`src/hw/uacr_consts.vh`:
```
// constants for the auxiliary configuration report block
`ifndef UACR_CONSTS_VH
`define UACR_CONSTS_VH
// bus address is {report id, byte offset}
`define UACR_ID_LOOP      8'h55
`define UACR_ID_IR        8'h56
`define UACR_ID_DELAY     8'h57
`define UACR_ID_THRESH    8'h58
`define UACR_ID_USBCFG    8'h60
// byte offsets inside the descriptor programming, threshold and control reports
`define UACR_OFS_VID_LO   4'h1
`define UACR_OFS_VID_HI   4'h2
`define UACR_OFS_PID_LO   4'h3
`define UACR_OFS_PID_HI   4'h4
`define UACR_OFS_POWER    4'h5
`define UACR_OFS_ATTR     4'h6
`define UACR_OFS_REL_MAJ  4'h7
`define UACR_OFS_REL_MIN  4'h8
`define UACR_OFS_FLUSH    4'h9
`define UACR_OFS_SELECT   4'hA
`define UACR_OFS_THR_MSB  4'h1
`define UACR_OFS_THR_LSB  4'h2
`define UACR_OFS_CTRL     4'h1
// field masks
`define UACR_LOOP_MASK    8'h07
`define UACR_IR_MASK      8'h07
`define UACR_DELAY_MASK   8'h0F
`define UACR_ATTR_MASK    8'h0F
`define UACR_FLUSH_MASK   8'h0F
// select bits
`define UACR_SEL_VID      0
`define UACR_SEL_PID      1
`define UACR_SEL_ATTR     2
`define UACR_SEL_POWER    3
`define UACR_SEL_REL      4
`define UACR_SEL_FLUSH    5
// reset values
`define UACR_THR_RST      9'h1C2
`define UACR_POWER_RST    8'h32
`define UACR_ATTR_RST     8'h00
`define UACR_FLUSH_RST    8'h05
`define UACR_REL_RST      16'h0100
// flow-control modes
`define UACR_FLOW_HW      3'h1
`define UACR_FLOW_SW      3'h2
// infrared pulse slots within 16 sub-bit ticks
`define UACR_IR_SLOT_LO   4'h6
`define UACR_IR_SLOT_HI3  4'h8
`define UACR_IR_SLOT_HI4  4'h9
`endif

```
`src/hw/uacr_top.v`:
```
// auxiliary uart configuration report decoder and its datapath controls
//
// Notes on behaviour
// - report 0x55 holds loopback control byte, readable and writable
// - loop bit0 tx-to-rx, bit1 rts/cts, bit2 dtr/dsr; all default off
// - report 0x56 holds infrared control; bit0 enables infrared mode
// - infrared transmit pulse centred in bit, 3/16 or 4/16 by bit 2
// - infrared bit1 selects standard or inverted receive data
// - report 0x57 low nibble holds driver enable 0-15 baud times
// - report 0x58 carries 9-bit threshold, bit 8 at offset 1
// - threshold resets to 450, shared by hardware and software flow
// - hardware flow output high above threshold, low at or below
// - software flow queues XOFF above threshold, XON on return
// - report 0x60 get returns stored settings, set programs otp
// - each descriptor field programs once; later attempts ignored
// - select byte at offset 10 picks fields; others unchanged
// - select byte reads back zero
// - descriptor byte layout offsets 1 to 9 as fixed
// - attributes: bit3 wake support, bit2 qualifier, bits1:0 power source
// - flush bits: tx open, tx close, rx open, rx close
// - in software flow mode, received XOFF halts transmit until received XON
`timescale 1ns/1ps
`include "uacr_consts.vh"
module uacr_top #(
  parameter [15:0] VID_RST = 16'h1234, // arbitrary neutral value
  parameter [15:0] PID_RST = 16'h5678  // arbitrary neutral value
) (
  input  wire        I_CLK,
  input  wire        I_RSTN,
  input  wire [11:0] I_ADDR,
  input  wire [7:0]  I_WDATA,
  input  wire        I_WR,
  input  wire        I_RD,
  output reg  [7:0]  O_RDATA,
  input  wire        I_SUB_TICK,
  input  wire        I_BIT_START,
  input  wire        I_TX_SERIAL,
  input  wire        I_RX_SERIAL,
  input  wire        I_IR_RX,
  output reg         O_IR_TX,
  output wire        O_RX_SERIAL,
  output wire        O_LOOP_TX_RX,
  output wire        O_LOOP_RTS_CTS,
  output wire        O_LOOP_DTR_DSR,
  input  wire        I_TX_BUSY,
  input  wire        I_BAUD_TICK,
  output wire        O_DRIVER_EN,
  input  wire [2:0]  I_FLOW_MODE,
  input  wire [9:0]  I_RX_FILL,
  output reg         O_FLOW_REQ,
  output wire        O_FC_VALID,
  output reg  [7:0]  O_FC_CHAR,
  input  wire        I_FC_READY,
  input  wire [7:0]  I_XON_CHAR,
  input  wire [7:0]  I_XOFF_CHAR,
  input  wire        I_RXC_VALID,
  input  wire [7:0]  I_RXC_DATA,
  output reg         O_TX_HALT,
  output wire [15:0] O_VENDOR_ID,
  output wire [15:0] O_PRODUCT_ID,
  output wire [7:0]  O_BUS_CURRENT_BUDGET,
  output wire [7:0]  O_ATTRIBUTES,
  output wire [15:0] O_RELEASE,
  output wire [3:0]  O_FLUSH_POLICY,
  output reg         O_OTP_WRITE,
  output wire [5:0]  O_OTP_PROGRAMMED
);

  //****************************************
  // bus decode
  //****************************************
  wire [7:0] rep_id = I_ADDR[11:4];
  wire [3:0] ofs    = I_ADDR[3:0];
  wire       wr_loop  = I_WR & (rep_id == `UACR_ID_LOOP)  & (ofs == `UACR_OFS_CTRL);
  wire       wr_ir    = I_WR & (rep_id == `UACR_ID_IR)    & (ofs == `UACR_OFS_CTRL);
  wire       wr_delay = I_WR & (rep_id == `UACR_ID_DELAY) & (ofs == `UACR_OFS_CTRL);
  wire       wr_thr   = I_WR & (rep_id == `UACR_ID_THRESH);
  wire       wr_usb   = I_WR & (rep_id == `UACR_ID_USBCFG);

  //****************************************
  // configuration registers
  //****************************************
  reg [2:0] loop_ff;
  reg [2:0] ir_ff;
  reg [3:0] delay_ff;
  reg [8:0] thr_ff;
  always @(posedge I_CLK) begin
    if (!I_RSTN) begin
      loop_ff  <= 3'h0;
      ir_ff    <= 3'h0;
      delay_ff <= 4'h0;
      thr_ff   <= `UACR_THR_RST;
    end else begin
      if (wr_loop)
        loop_ff <= I_WDATA[2:0];
      if (wr_ir)
        ir_ff <= I_WDATA[2:0];
      if (wr_delay)
        delay_ff <= I_WDATA[3:0];
      if (wr_thr && ofs == `UACR_OFS_THR_MSB)
        thr_ff[8] <= I_WDATA[0];
      if (wr_thr && ofs == `UACR_OFS_THR_LSB)
        thr_ff[7:0] <= I_WDATA;
    end
  end
  assign O_LOOP_TX_RX   = loop_ff[0];
  assign O_LOOP_RTS_CTS = loop_ff[1];
  assign O_LOOP_DTR_DSR = loop_ff[2];

  //****************************************
  // descriptor store, each field one-shot
  //****************************************
  // staging takes bytes 1..9; writing the select byte commits
  reg [7:0]  stage_ff [1:9];
  reg [15:0] vid_ff;
  reg [15:0] pid_ff;
  reg [7:0]  power_ff;
  reg [7:0]  attr_ff;
  reg [15:0] rel_ff;
  reg [3:0]  flush_ff;
  reg [5:0]  done_ff;
  wire       commit = wr_usb & (ofs == `UACR_OFS_SELECT);
  wire [5:0] go     = {6{commit}} & I_WDATA[5:0] & ~done_ff;
  // full-width copy so the reset nibble is cut from a net, not from a literal
  wire [7:0] flush_rst = `UACR_FLUSH_RST;
  genvar gi;
  generate
    for (gi = 1; gi <= 9; gi = gi + 1) begin : g_stage
      always @(posedge I_CLK) begin
        if (!I_RSTN)
          stage_ff[gi] <= 8'h00;
        else if (wr_usb && ofs == gi)
          stage_ff[gi] <= I_WDATA;
      end
    end
  endgenerate
  // otp emulation: the store is reloaded to defaults by reset
  always @(posedge I_CLK) begin
    if (!I_RSTN) begin
      vid_ff      <= VID_RST;
      pid_ff      <= PID_RST;
      power_ff    <= `UACR_POWER_RST;
      attr_ff     <= `UACR_ATTR_RST;
      rel_ff      <= `UACR_REL_RST;
      flush_ff    <= flush_rst[3:0];
      done_ff     <= 6'h00;
      O_OTP_WRITE <= 1'b0;
    end else begin
      done_ff     <= done_ff | go;
      O_OTP_WRITE <= |go;
      if (go[`UACR_SEL_VID])
        vid_ff <= {stage_ff[2], stage_ff[1]};
      if (go[`UACR_SEL_PID])
        pid_ff <= {stage_ff[4], stage_ff[3]};
      if (go[`UACR_SEL_ATTR])
        attr_ff <= stage_ff[6] & `UACR_ATTR_MASK;
      if (go[`UACR_SEL_POWER])
        power_ff <= stage_ff[5];
      if (go[`UACR_SEL_REL])
        rel_ff <= {stage_ff[7], stage_ff[8]};
      if (go[`UACR_SEL_FLUSH])
        flush_ff <= stage_ff[9][3:0];
    end
  end
  assign O_VENDOR_ID          = vid_ff;
  assign O_PRODUCT_ID         = pid_ff;
  assign O_BUS_CURRENT_BUDGET = power_ff;
  assign O_ATTRIBUTES         = attr_ff;
  assign O_RELEASE            = rel_ff;
  assign O_FLUSH_POLICY       = flush_ff;
  assign O_OTP_PROGRAMMED     = done_ff;

  //****************************************
  // read path, data one cycle after strobe
  //****************************************
  reg [7:0] nxt_rdata;
  always @* begin
    nxt_rdata = 8'h00;
    case (rep_id)
      `UACR_ID_LOOP:
        if (ofs == `UACR_OFS_CTRL)
          nxt_rdata = {5'h00, loop_ff};
      `UACR_ID_IR:
        if (ofs == `UACR_OFS_CTRL)
          nxt_rdata = {5'h00, ir_ff};
      `UACR_ID_DELAY:
        if (ofs == `UACR_OFS_CTRL)
          nxt_rdata = {4'h0, delay_ff};
      `UACR_ID_THRESH:
        if (ofs == `UACR_OFS_THR_MSB)
          nxt_rdata = {7'h00, thr_ff[8]};
        else if (ofs == `UACR_OFS_THR_LSB)
          nxt_rdata = thr_ff[7:0];
      `UACR_ID_USBCFG:
        case (ofs)
          `UACR_OFS_VID_LO:  nxt_rdata = vid_ff[7:0];
          `UACR_OFS_VID_HI:  nxt_rdata = vid_ff[15:8];
          `UACR_OFS_PID_LO:  nxt_rdata = pid_ff[7:0];
          `UACR_OFS_PID_HI:  nxt_rdata = pid_ff[15:8];
          `UACR_OFS_POWER:   nxt_rdata = power_ff;
          `UACR_OFS_ATTR:    nxt_rdata = attr_ff;
          `UACR_OFS_REL_MAJ: nxt_rdata = rel_ff[15:8];
          `UACR_OFS_REL_MIN: nxt_rdata = rel_ff[7:0];
          `UACR_OFS_FLUSH:   nxt_rdata = {4'h0, flush_ff};
          default:           nxt_rdata = 8'h00;
        endcase
      default:
        nxt_rdata = 8'h00;
    endcase
  end
  always @(posedge I_CLK) begin
    if (!I_RSTN)
      O_RDATA <= 8'h00;
    else if (I_RD)
      O_RDATA <= nxt_rdata;
    else
      O_RDATA <= 8'h00;
  end

  //****************************************
  // infrared encode and receive select
  //****************************************
  reg  [3:0] sub_ff;
  wire [3:0] slot_hi = ir_ff[2] ? `UACR_IR_SLOT_HI4 : `UACR_IR_SLOT_HI3;
  wire       in_slot = (sub_ff >= `UACR_IR_SLOT_LO) && (sub_ff <= slot_hi);
  always @(posedge I_CLK) begin
    if (!I_RSTN) begin
      sub_ff  <= 4'h0;
      O_IR_TX <= 1'b0;
    end else begin
      if (I_BIT_START)
        sub_ff <= 4'h0;
      else if (I_SUB_TICK)
        sub_ff <= sub_ff + 4'h1;
      // a zero bit is sent as a light pulse; a one is dark
      O_IR_TX <= ir_ff[0] & ~I_TX_SERIAL & in_slot;
    end
  end
  // standard receive pulses are active high for a zero bit
  wire ir_rx_data = ir_ff[1] ? I_IR_RX : ~I_IR_RX;
  wire pin_rx     = ir_ff[0] ? ir_rx_data : I_RX_SERIAL;
  assign O_RX_SERIAL = loop_ff[0] ? I_TX_SERIAL : pin_rx;

  //****************************************
  // driver enable hold-off
  //****************************************
  reg [3:0] hold_ff;
  reg       drv_ff;
  always @(posedge I_CLK) begin
    if (!I_RSTN) begin
      hold_ff <= 4'h0;
      drv_ff  <= 1'b0;
    end else if (I_TX_BUSY) begin
      hold_ff <= delay_ff;
      drv_ff  <= 1'b1;
    end else if (drv_ff && I_BAUD_TICK) begin
      if (hold_ff == 4'h0)
        drv_ff <= 1'b0;
      else
        hold_ff <= hold_ff - 4'h1;
    end else if (drv_ff && hold_ff == 4'h0) begin
      drv_ff <= 1'b0;
    end
  end
  assign O_DRIVER_EN = I_TX_BUSY | drv_ff;

  //****************************************
  // flow control
  //****************************************
  wire above = I_RX_FILL > {1'b0, thr_ff};
  wire sw_fc = I_FLOW_MODE == `UACR_FLOW_SW;
  reg  above_ff;
  reg  fc_pend_ff;
  assign O_FC_VALID = fc_pend_ff;
  always @(posedge I_CLK) begin
    if (!I_RSTN) begin
      O_FLOW_REQ <= 1'b0;
      above_ff   <= 1'b0;
      fc_pend_ff <= 1'b0;
      O_FC_CHAR  <= 8'h00;
      O_TX_HALT  <= 1'b0;
    end else begin
      O_FLOW_REQ <= (I_FLOW_MODE == `UACR_FLOW_HW) & above;
      // a pending char is replaced if the level crosses back first
      if (sw_fc && above != above_ff) begin
        above_ff   <= above;
        fc_pend_ff <= 1'b1;
        O_FC_CHAR  <= above ? I_XOFF_CHAR : I_XON_CHAR;
      end else if (fc_pend_ff && I_FC_READY) begin
        fc_pend_ff <= 1'b0;
      end
      if (!sw_fc)
        O_TX_HALT <= 1'b0;
      else if (I_RXC_VALID && I_RXC_DATA == I_XOFF_CHAR)
        O_TX_HALT <= 1'b1;
      else if (I_RXC_VALID && I_RXC_DATA == I_XON_CHAR)
        O_TX_HALT <= 1'b0;
    end
  end

endmodule

```
`config.mk`:
```
export PLATFORM = sky130hd
export DESIGN_NAME = uacr_top
export DESIGN_NICKNAME = d
export VERILOG_FILES = /design/src/hw/uacr_top.v
export VERILOG_INCLUDE_DIRS = /design/src /design/src/hw
export SDC_FILE = /design/constraint.sdc
export NUM_CORES = 1
export LEC_CHECK = 0
export BUFFER_PORTS_ARGS = -buffer_cell sky130_fd_sc_hd__buf_2
export CORE_UTILIZATION = 35
export CTS_BUF_LIST = sky130_fd_sc_hd__clkbuf_4
export DETAILED_ROUTE_END_ITERATION = 12
export SYNTH_ARGS = -nofsm -noshare
export SYNTH_HDL_FRONTEND = slang
export SYNTH_SLANG_ARGS = --single-unit
```
`constraint.sdc`:
```
create_clock -name I_CLK -period 7.7 [get_ports I_CLK]
set_clock_uncertainty 0.05 [all_clocks]
set_input_delay 1.54 -clock I_CLK [delete_from_list [all_inputs] [get_ports I_CLK]]
set_output_delay 1.54 -clock I_CLK [all_outputs]
set_load 0.03 [all_outputs]
```
==> reports/summary.txt, run 1 <==
status: completed
post-route ant nets: 0
CP arrival: 2.19 ns
Ports: 170
DR vias: 6,954
fin nets: 1,091
commonest cells after routing, fill and taps aside: buf_2, nand2_1, dfxtp_1
RePlAce Congestion: 0.906
Max VDD drop: 0.0000773 V
Tot GR Track Use: 0.210
Min-Delay Path Depth: 2
Fin. Hold Viols: 0
Max clock buf depth: 2
share of cells above drive strength 1: 0.232
Reg-to-Reg End: O_FC_CHAR[3]$_SDFFE_PN0P_
met3 WL post-DR: 1530 um
WHS: 0.423 ns
WP depth: 5
Fmax: 265 MHz
DRC: 0
RSZ-0062 raised after global routing: no
core outline area: 0.0234 mm^2
setup bufs post-CTS: 0
most frequent CP cell: buf_2
Register-to-Register Path Depth: 8
endpoint class of the critical path: primary output
switching fraction of total power: 0.283
Hold Buf Count CTS: 0
Die ar.: 0.0244 mm^2
met2 WL post-DR: 12,200 um
Largest delay share family, worst path: buffers and inverters
Die X: 156 um
CTS root buffer: clkbuf_4
Power per Cell Area: 180 mW/mm^2
later-pin clock latency in the skew report: 0.59 ns
static leakage: 0.00384 uW
Least-Margin Pin Slew: 1.17 ns
mapped cell area: 0.00832 mm^2
antenna violations before repair: 2
vias in the first global route: 6,401
sequential fraction of design power: 0.590
Hold WC Path Type: reg -> reg
clock slew at reported path FFs: 0.18 ns
first-pass GRT wire length: 37,800 um
clock share of power: 0.335
Netlist cell types: 65
Iter 0 DRT Violations: 646
I/O Buffers: 165
final setup fails: 0
max_cap viols: 0
data required time of the worst path: 6.11 ns
met1 wire length: 11,200 um
post-synthesis sequential area ratio: 0.520
dominant cell type by area after synthesis: dfxtp_1
Max Fanout on Critical Path: 1
slew margin rel.: 0.209
CTS tree: done
CTS resizes: 0
Initial Util: 0.355
Buf+Inv Stages, Crit Path: 2
Synth async-reset ratio: 0
clock buffer count from CTS: 17
RR Startpoint: thr_ff[7]$_SDFFE_PN1P_
commonest non-fill, non-tap cell in the layout: buf_2
largest net degree at the start of global routing: 68
Routed WL per cell: 19.0 um
Syn Inst Count: 869
Die H: 156 um
Area Overhead vs Synth: 16.5%
area share of the largest cell type after synthesis: 0.289
final worst path period share: 0.491
slowest cell on the critical path: buf_2
EDFF count, synth: 64
CP startpoint: I_IR_RX
Yosys warnings: 0
Tot Pwr: 1750 uW
DRT Wirelength: 25,500 um
vias per cell: 5.18
hold endpoint: O_RELEASE[8]$_SDFFE_PN1P_
Cell Int Power: 1250 uW
Worst setup SP type: input pin
crit path kind: in -> out
setup TNS: 0 ns
critical-path cell list: buf_2 -> xnor2_1 -> mux2i_1 -> o21ai_0 -> buf_2
CTS H-tree lvls: 4
Hold Crit Start: stage_ff[7][0]$_SDFFCE_PN0P_
mean area per synthesized cell: 9.57 um^2
clk sinks: 184
Rows: 56
top_reg_cell synth: dfxtp_1
Final min period: 3.78 ns
Psw: 494 uW
r2r setup slk: 5.01 ns
logic gate share of total power: 0.075
synth top area cells: dfxtp_1, edfxtp_1, nand2_1, and2_1, a21oi_1
DR top layer: met4
1st-pass router iterations: 5
Final Max Tran Viols: 0
crit-path max cell delay: 0.22 ns
Seq cells post-synth: 184
DP HPWL: 18,100 um
gr ovfl total: 0
-- power groups by stage --
stage / Combinational (uW) / Sequential (uW) / Clock [uW]
final: 130 / 1030 / 585
after global routing: 140 / 1030 / 643
after CTS: 130 / 1030 / 600
after detailed placement: 130 / 1050 / 0
after global placement: 130 / 1050 / 0
after floorplan: 72.0 / 1050 / 0
-- logic make-up (layout without fill, tap and decap cells) --
kind of cell	after synthesis	count (layout)	share of synthesized area
AND/OR/NAND/NOR	388	388	0.239
flip-flops	184	184	0.520
AO/OA/AOI/OAI	165	165	0.129
buffers and inverters	74	223	0.0393
multiplexers	23	23	0.0302
XOR/XNOR	21	21	0.0221
adder cells (fa/ha/maj)	13	13	0.0196
other	1	6	0.000451
-- synthesized netlist by cell type (9+ instances only) --
| library cell | count |
|---|---|
| nor2b_1 | 10 |
| a22oi_1 | 11 |
| dfxtp_1 | 120 |
| buf_2 | 15 |
| nand3_1 | 68 |
| xor2_1 | 15 |
| inv_1 | 17 |
| clkbuf_1 | 32 |
| and2_1 | 64 |
| edfxtp_1 | 64 |
| nand2b_1 | 9 |
| nand2_1 | 136 |
| ha_1 | 13 |
| o21ai_0 | 19 |
| a21oi_1 | 73 |
| nor2_1 | 55 |
| mux2i_1 | 15 |
-- flip-flops by register name, summed over array words and instances (netlist names), 6 cells and up --
register,count
stage_ff,64
O_PRODUCT_ID,16
O_RELEASE,16
O_VENDOR_ID,16
thr_ff,9
O_BUS_CURRENT_BUDGET,8
O_FC_CHAR,8
O_RDATA,8
O_OTP_PROGRAMMED,6
-- per-stage QoR --
step                      area, um^2  instances  worst slack, ns  utilization
after floorplan                 8330        872             3.69            -
after global placement          9360       1308             3.47        0.400
after detailed placement        9360       1308             3.39        0.400
after CTS                       9690       1340             3.91        0.414
after global routing            9690       1341             3.80        0.414
final                           9690       1342             3.92        0.414
-- layer usage --
metal  vias up  track usage
met5         -            0
met2       261        0.354
met4         0       0.0766
li1       3349            -
met3        30       0.0406
met1      3314        0.267
-- worst register-to-register path, stage by stage (launching register included) --
cell and delay (ns):
dfxtp_1 0.40, inv_1 0.06, ha_1 0.29, a21o_1 0.16, a211oi_1 0.27, nor4b_2 0.43, or4_1 0.40, nand2_1 0.29
o21a_1 0.26
-- worst max path at each step --
stage	slack, ns	endpoint
6_report	3.92	O_RX_SERIAL
5_1_grt	3.80	thr_ff[1]$_SDFFE_PN1P_
4_1_cts	3.91	O_RX_SERIAL
3_5_place_dp	3.39	O_PRODUCT_ID[6]$_SDFFE_PN1P_
3_3_place_gp	3.47	O_PRODUCT_ID[3]$_SDFFE_PN1P_
2_1_floorplan	3.69	O_RX_SERIAL
-- cell type report --
class                   count  area, um^2
fillers                  2363       13700
flip-flops and latches    184        4320
multi-input cells         614        3680
repair buffers            173         886
well taps                 319         399
clock inverters            15         203
clock buffers              17         128
inverters                  18        67.6
diodes                      2        5.00
Power figures use the tool's default switching activity.
==> run 2: changes to the inputs <==
==> constraint.sdc (replaced) <==
create_clock -name I_CLK -period 3.5 [get_ports I_CLK]
set_clock_uncertainty 0.05 [all_clocks]
set_input_delay 0.7 -clock I_CLK [delete_from_list [all_inputs] [get_ports I_CLK]]
set_output_delay 0.7 -clock I_CLK [all_outputs]
set_load 0.03 [all_outputs]
==> reports/summary.txt, run 2 (synthesis results as in run 1) <==
Biggest register: stage_ff
placed instance area: 0.00947 mm^2
CTS root buffer: clkbuf_4
antenna violations before repair: 1
critical-path cell list: inv_1 -> ha_1 -> a21o_1 -> a211oi_1 -> nor4b_2 -> or4_1 -> nand2_1 -> o21a_1
Largest delay share family, worst path: simple AND/OR/NAND/NOR gates
Tot GR Track Use: 0.218
Reg-to-Reg End: O_FC_CHAR[1]$_SDFFE_PN0P_
Rows: 56
clock slew at reported path FFs: 0.15 ns
Buf+Inv Stages, Crit Path: 1
commonest non-fill, non-tap cell in the layout: buf_2
core outline area: 0.0234 mm^2
Iter 0 DRT Violations: 676
Final min period: 2.60 ns
Largest register FFs: 64
pre-CTS setup slack: 0.547 ns
Fin. Hold Viols: 0
Max Fanout on Critical Path: 10
CTS H-tree lvls: 4
Fmax: 385 MHz
Least-Margin Pin Slew: 0.737 ns
final setup fails: 0
largest net degree at the start of global routing: 50
hold endpoint: O_IR_TX$_SDFF_PN0_
CTS resizes: 0
fin nets: 1,105
Die X: 156 um
RR Startpoint: thr_ff[7]$_SDFFE_PN1P_
Final Cell Area: 0.00975 mm^2
slowest cell on the critical path: nor4b_2
Hold Buf Count CTS: 0
Hold WC Path Type: in -> reg
Worst setup SP type: register
CP arrival: 3.05 ns
first-pass GRT wire length: 39,200 um
I/O Buffers: 165
slew margin rel.: 0.505
vias in the first global route: 6,677
Area Overhead vs Synth: 17.2%
Min-Delay Path Depth: 2
Hold Crit Start: I_TX_SERIAL
r2r setup slk: 0.90 ns
crit path kind: reg -> reg
gr ovfl total: 0
Max VDD drop: 0.000194 V
DP HPWL: 18,800 um
DR vias: 7,092
max_cap viols: 0
commonest cells after routing, fill and taps aside: buf_2, nand2_1, dfxtp_1
share of cells above drive strength 1: 0.243
final worst path period share: 0.743
Max clock buf depth: 2
Ports: 170
vias per cell: 5.23
CTS tree: done
DRC: 0
clk sinks: 184
clock buffer count from CTS: 17
Die H: 156 um
setup bufs post-CTS: 0
later-pin clock latency in the skew report: 0.60 ns
Register-to-Register Path Depth: 8
endpoint class of the critical path: register
post-route ant nets: 0
status: completed
static leakage: 0.00388 uW
Final Max Tran Viols: 0
final setup margin: 0.900 ns
Routed WL per cell: 19.2 um
1st-pass router iterations: 5
data required time of the worst path: 3.95 ns
Initial Util: 0.355
Power per Cell Area: 381 mW/mm^2
RePlAce Congestion: 0.939
RSZ-0062 raised after global routing: no
crit-path max cell delay: 0.41 ns
DRT Wirelength: 26,000 um
final core utilization: 0.417
setup TNS: 0 ns
Die ar.: 0.0244 mm^2
[run 2: cell types whose count changed in the layout (fill, tap and decap cells not counted), sizes merged]
| cell | change |
|---|---|
| clkinv | -1 |
| buf | +14 |
| diode | -1 |
| clkinvlp | +3 |
| inv | -2 |
[run 2: worst register-to-register path: stages (launching register included)]
cell and delay (ns):
dfxtp_1 0.39, inv_1 0.09, ha_1 0.29, a21o_1 0.16, a211oi_1 0.29, nor4b_2 0.41, or4_1 0.36, nand2_1 0.24
o21a_1 0.24
[run 2: per-layer routing]
| layer | wire [um] | GRT usage |
|---|---|---|
| met5 | 0 | 0 |
| met2 | 12400 | 0.362 |
| met4 | 739 | 0.0938 |
| met1 | 11200 | 0.276 |
| met3 | 1670 | 0.0408 |
[run 2: where the power goes]
part / switching, uW / internal, uW
registers: 14.4 / 2250
clock network: 788 / 367
logic: 203 / 94.6
[run 2: worst max path at each step]
stage	startpoint	endpoint	slack [ns]	cells past startpoint
2_1_floorplan	I_ADDR[5]	stage_ff[4][0]$_SDFFCE_PN0P_	0.86	6
3_3_place_gp	I_RX_FILL[7]	O_FC_CHAR[7]$_SDFFE_PN0P_	0.61	8
3_5_place_dp	I_RX_FILL[7]	O_FC_CHAR[6]$_SDFFE_PN0P_	0.55	8
4_1_cts	thr_ff[7]$_SDFFE_PN1P_	O_FC_CHAR[6]$_SDFFE_PN0P_	0.92	8
5_1_grt	thr_ff[7]$_SDFFE_PN1P_	O_FC_CHAR[4]$_SDFFE_PN0P_	0.69	8
6_report	thr_ff[7]$_SDFFE_PN1P_	O_FC_CHAR[1]$_SDFFE_PN0P_	0.90	8
[run 2: metrics by stage]
step           hold slack (ns)  cells  total power [uW]
5_1_grt                  0.175   1355              3870
6_report                 0.219   1355              3720
3_3_place_gp             0.386   1322              2600
4_1_cts                  0.160   1354              3750
3_5_place_dp             0.391   1322              2610
2_1_floorplan            0.383    872              2480
[run 2: cell type report]
class                           count  area [um^2]
Timing Repair Buffer              187         1000
Fill cell                        2390        13700
Clock buffer                       17          128
Inverter                           18         67.6
Tap cell                          319          399
Multi-Input combinational cell    614         3680
Sequential cell                   184         4320
Antenna cell                        1         2.50
Clock inverter                     15          144
==> run 3: changes to the inputs <==
==> constraint.sdc (replaced) <==
create_clock -name I_CLK -period 2.26 [get_ports I_CLK]
set_clock_uncertainty 0.05 [all_clocks]
set_input_delay 0.452 -clock I_CLK [delete_from_list [all_inputs] [get_ports I_CLK]]
set_output_delay 0.452 -clock I_CLK [all_outputs]
set_load 0.03 [all_outputs]
==> reports/summary.txt, run 3 (synthesis results as in run 1) <==
Hold WC Path Type: in -> reg
setup TNS: 0 ns
RSZ-0062 raised after global routing: yes
Hold Crit Start: I_FLOW_MODE[2]
hold endpoint: O_FLOW_REQ$_SDFF_PN0_
Top Usage Layer GRT: met2
later-pin clock latency in the skew report: 0.62 ns
Power per Cell Area: 557 mW/mm^2
core outline area: 0.0234 mm^2
DP HPWL: 19,300 um
Ports: 170
RePlAce Congestion: 0.978
RR Startpoint: thr_ff[7]$_SDFFE_PN1P_
status: completed
Final Max Tran Viols: 0
DRC: 0
commonest cells after routing, fill and taps aside: buf_2, nand2_1, dfxtp_1
final std cells w/o fill: 1,417
final setup fails: 0
Rows: 56
fin nets: 1,167
clock buffer count from CTS: 17
met3 Use GR: 0.0364
Least-Margin Pin Slew: 0.553 ns
I/O Buffers: 165
Fin. Hold Viols: 0
CTS root buffer: clkbuf_4
antenna violations before repair: 1
commonest non-fill, non-tap cell in the layout: buf_2
Biggest register: stage_ff
Tot Pwr: 5780 uW
clock slew at reported path FFs: 0.15 ns
Die X: 156 um
Max VDD drop: 0.000320 V
DRT Wirelength: 26,400 um
Die ar.: 0.0244 mm^2
Largest register FFs: 64
Die H: 156 um
Min-Delay Path Depth: 3
Final min period: 2.24 ns
GR Util met1: 0.268
static leakage: 0.00421 uW
data required time of the worst path: 2.72 ns
DR vias: 7,330
vias in the first global route: 6,865
met2 GRT Util: 0.365
CTS tree: done
Worst setup SP type: register
first-pass GRT wire length: 38,800 um
post-route ant nets: 0
WHS: 0.0653 ns
max_cap viols: 0
vias per cell: 5.17
gr ovfl total: 0
largest net degree at the start of global routing: 44
Routed WL per cell: 18.6 um
Register-to-Register Path Depth: 9
final worst path period share: 0.992
Tot GR Track Use: 0.216
Initial Util: 0.355
CP arrival: 2.70 ns
placed cell count: 1,379
endpoint class of the critical path: register
Max Fanout on Critical Path: 5
final core utilization: 0.443
share of cells above drive strength 1: 0.299
Area Overhead vs Synth: 24.8%
Max clock buf depth: 2
clk sinks: 184
Reg-to-Reg End: O_FC_CHAR[1]$_SDFFE_PN0P_
Iter 0 DRT Violations: 546
CTS H-tree lvls: 4
r2r setup slk: 0.02 ns
crit path kind: reg -> reg
slew margin rel.: 0.631
Fmax: 446 MHz
1st-pass router iterations: 5
-- run 3: timing repair --
item                                   in CTS  in global routing
gates resized for setup                     6                 19
hold buffers                                2                  0
setup buffers                               1                  3
endpoints found under the hold margin       2                  0
pin swaps                                   1                  6
setup endpoints to repair                   8                  8
-- run 3: cell type report --
| cell class | instances | area, um^2 |
|---|---|---|
| Multi-Input combinational cell | 614 | 3770 |
| Clock inverter | 15 | 135 |
| Inverter | 18 | 67.6 |
| Tap cell | 319 | 399 |
| Antenna cell | 1 | 2.50 |
| Timing Repair Buffer | 249 | 1540 |
| Fill cell | 2369 | 13000 |
| Sequential cell | 184 | 4330 |
| Clock buffer | 17 | 128 |
-- run 3: per-layer routing --
metal  wire, um  part of all wire  vias up
li1           -                 -     3503
met1      11200              0.42     3494
met2      12700              0.48      277
met3       1630             0.062       56
met4        905             0.034        0
met5          0                 0        -
-- run 3: worst max-delay path by stage --
stage,slack [ns],start,cells past startpoint,endpoint
2_1_floorplan,-0.13,I_ADDR[5],6,stage_ff[4][0]$_SDFFCE_PN0P_
3_3_place_gp,-0.16,I_RX_FILL[5],9,O_FC_CHAR[4]$_SDFFE_PN0P_
3_5_place_dp,-0.22,I_RX_FILL[5],9,O_FC_CHAR[1]$_SDFFE_PN0P_
4_1_cts,0.008,thr_ff[3]$_SDFFE_PN0P_,9,O_FC_CHAR[2]$_SDFFE_PN0P_
5_1_grt,-0.06,thr_ff[7]$_SDFFE_PN1P_,9,O_FC_CHAR[2]$_SDFFE_PN0P_
6_report,0.02,thr_ff[7]$_SDFFE_PN1P_,9,O_FC_CHAR[1]$_SDFFE_PN0P_
-- run 3: stage by stage --
| stage | cell area (um^2) | setup slack, ns |
|---|---|---|
| after floorplan | 8360 | -0.133 |
| after global placement | 9990 | -0.163 |
| after CTS | 10300 | 0.00833 |
| final | 10400 | 0.0181 |
| after detailed placement | 9990 | -0.225 |
| after global routing | 10400 | -0.0639 |
-- run 3: critical path, cell delays in order, from the launching register on --
cell	delay (ns)
dfxtp_2	0.37
inv_2	0.05
ha_4	0.21
a21o_1	0.16
a211oi_2	0.24
nor4b_4	0.36
o2111ai_4	0.18
buf_6	0.16
o221a_2	0.26
o21a_1	0.10
-- run 3: power by group --
group          internal (uW)  switching [uW]  total, uW
Clock                    483            1260       1740
Combinational            194             332        526
Sequential              3480            22.3       3510
Total                   4160            1620       5780
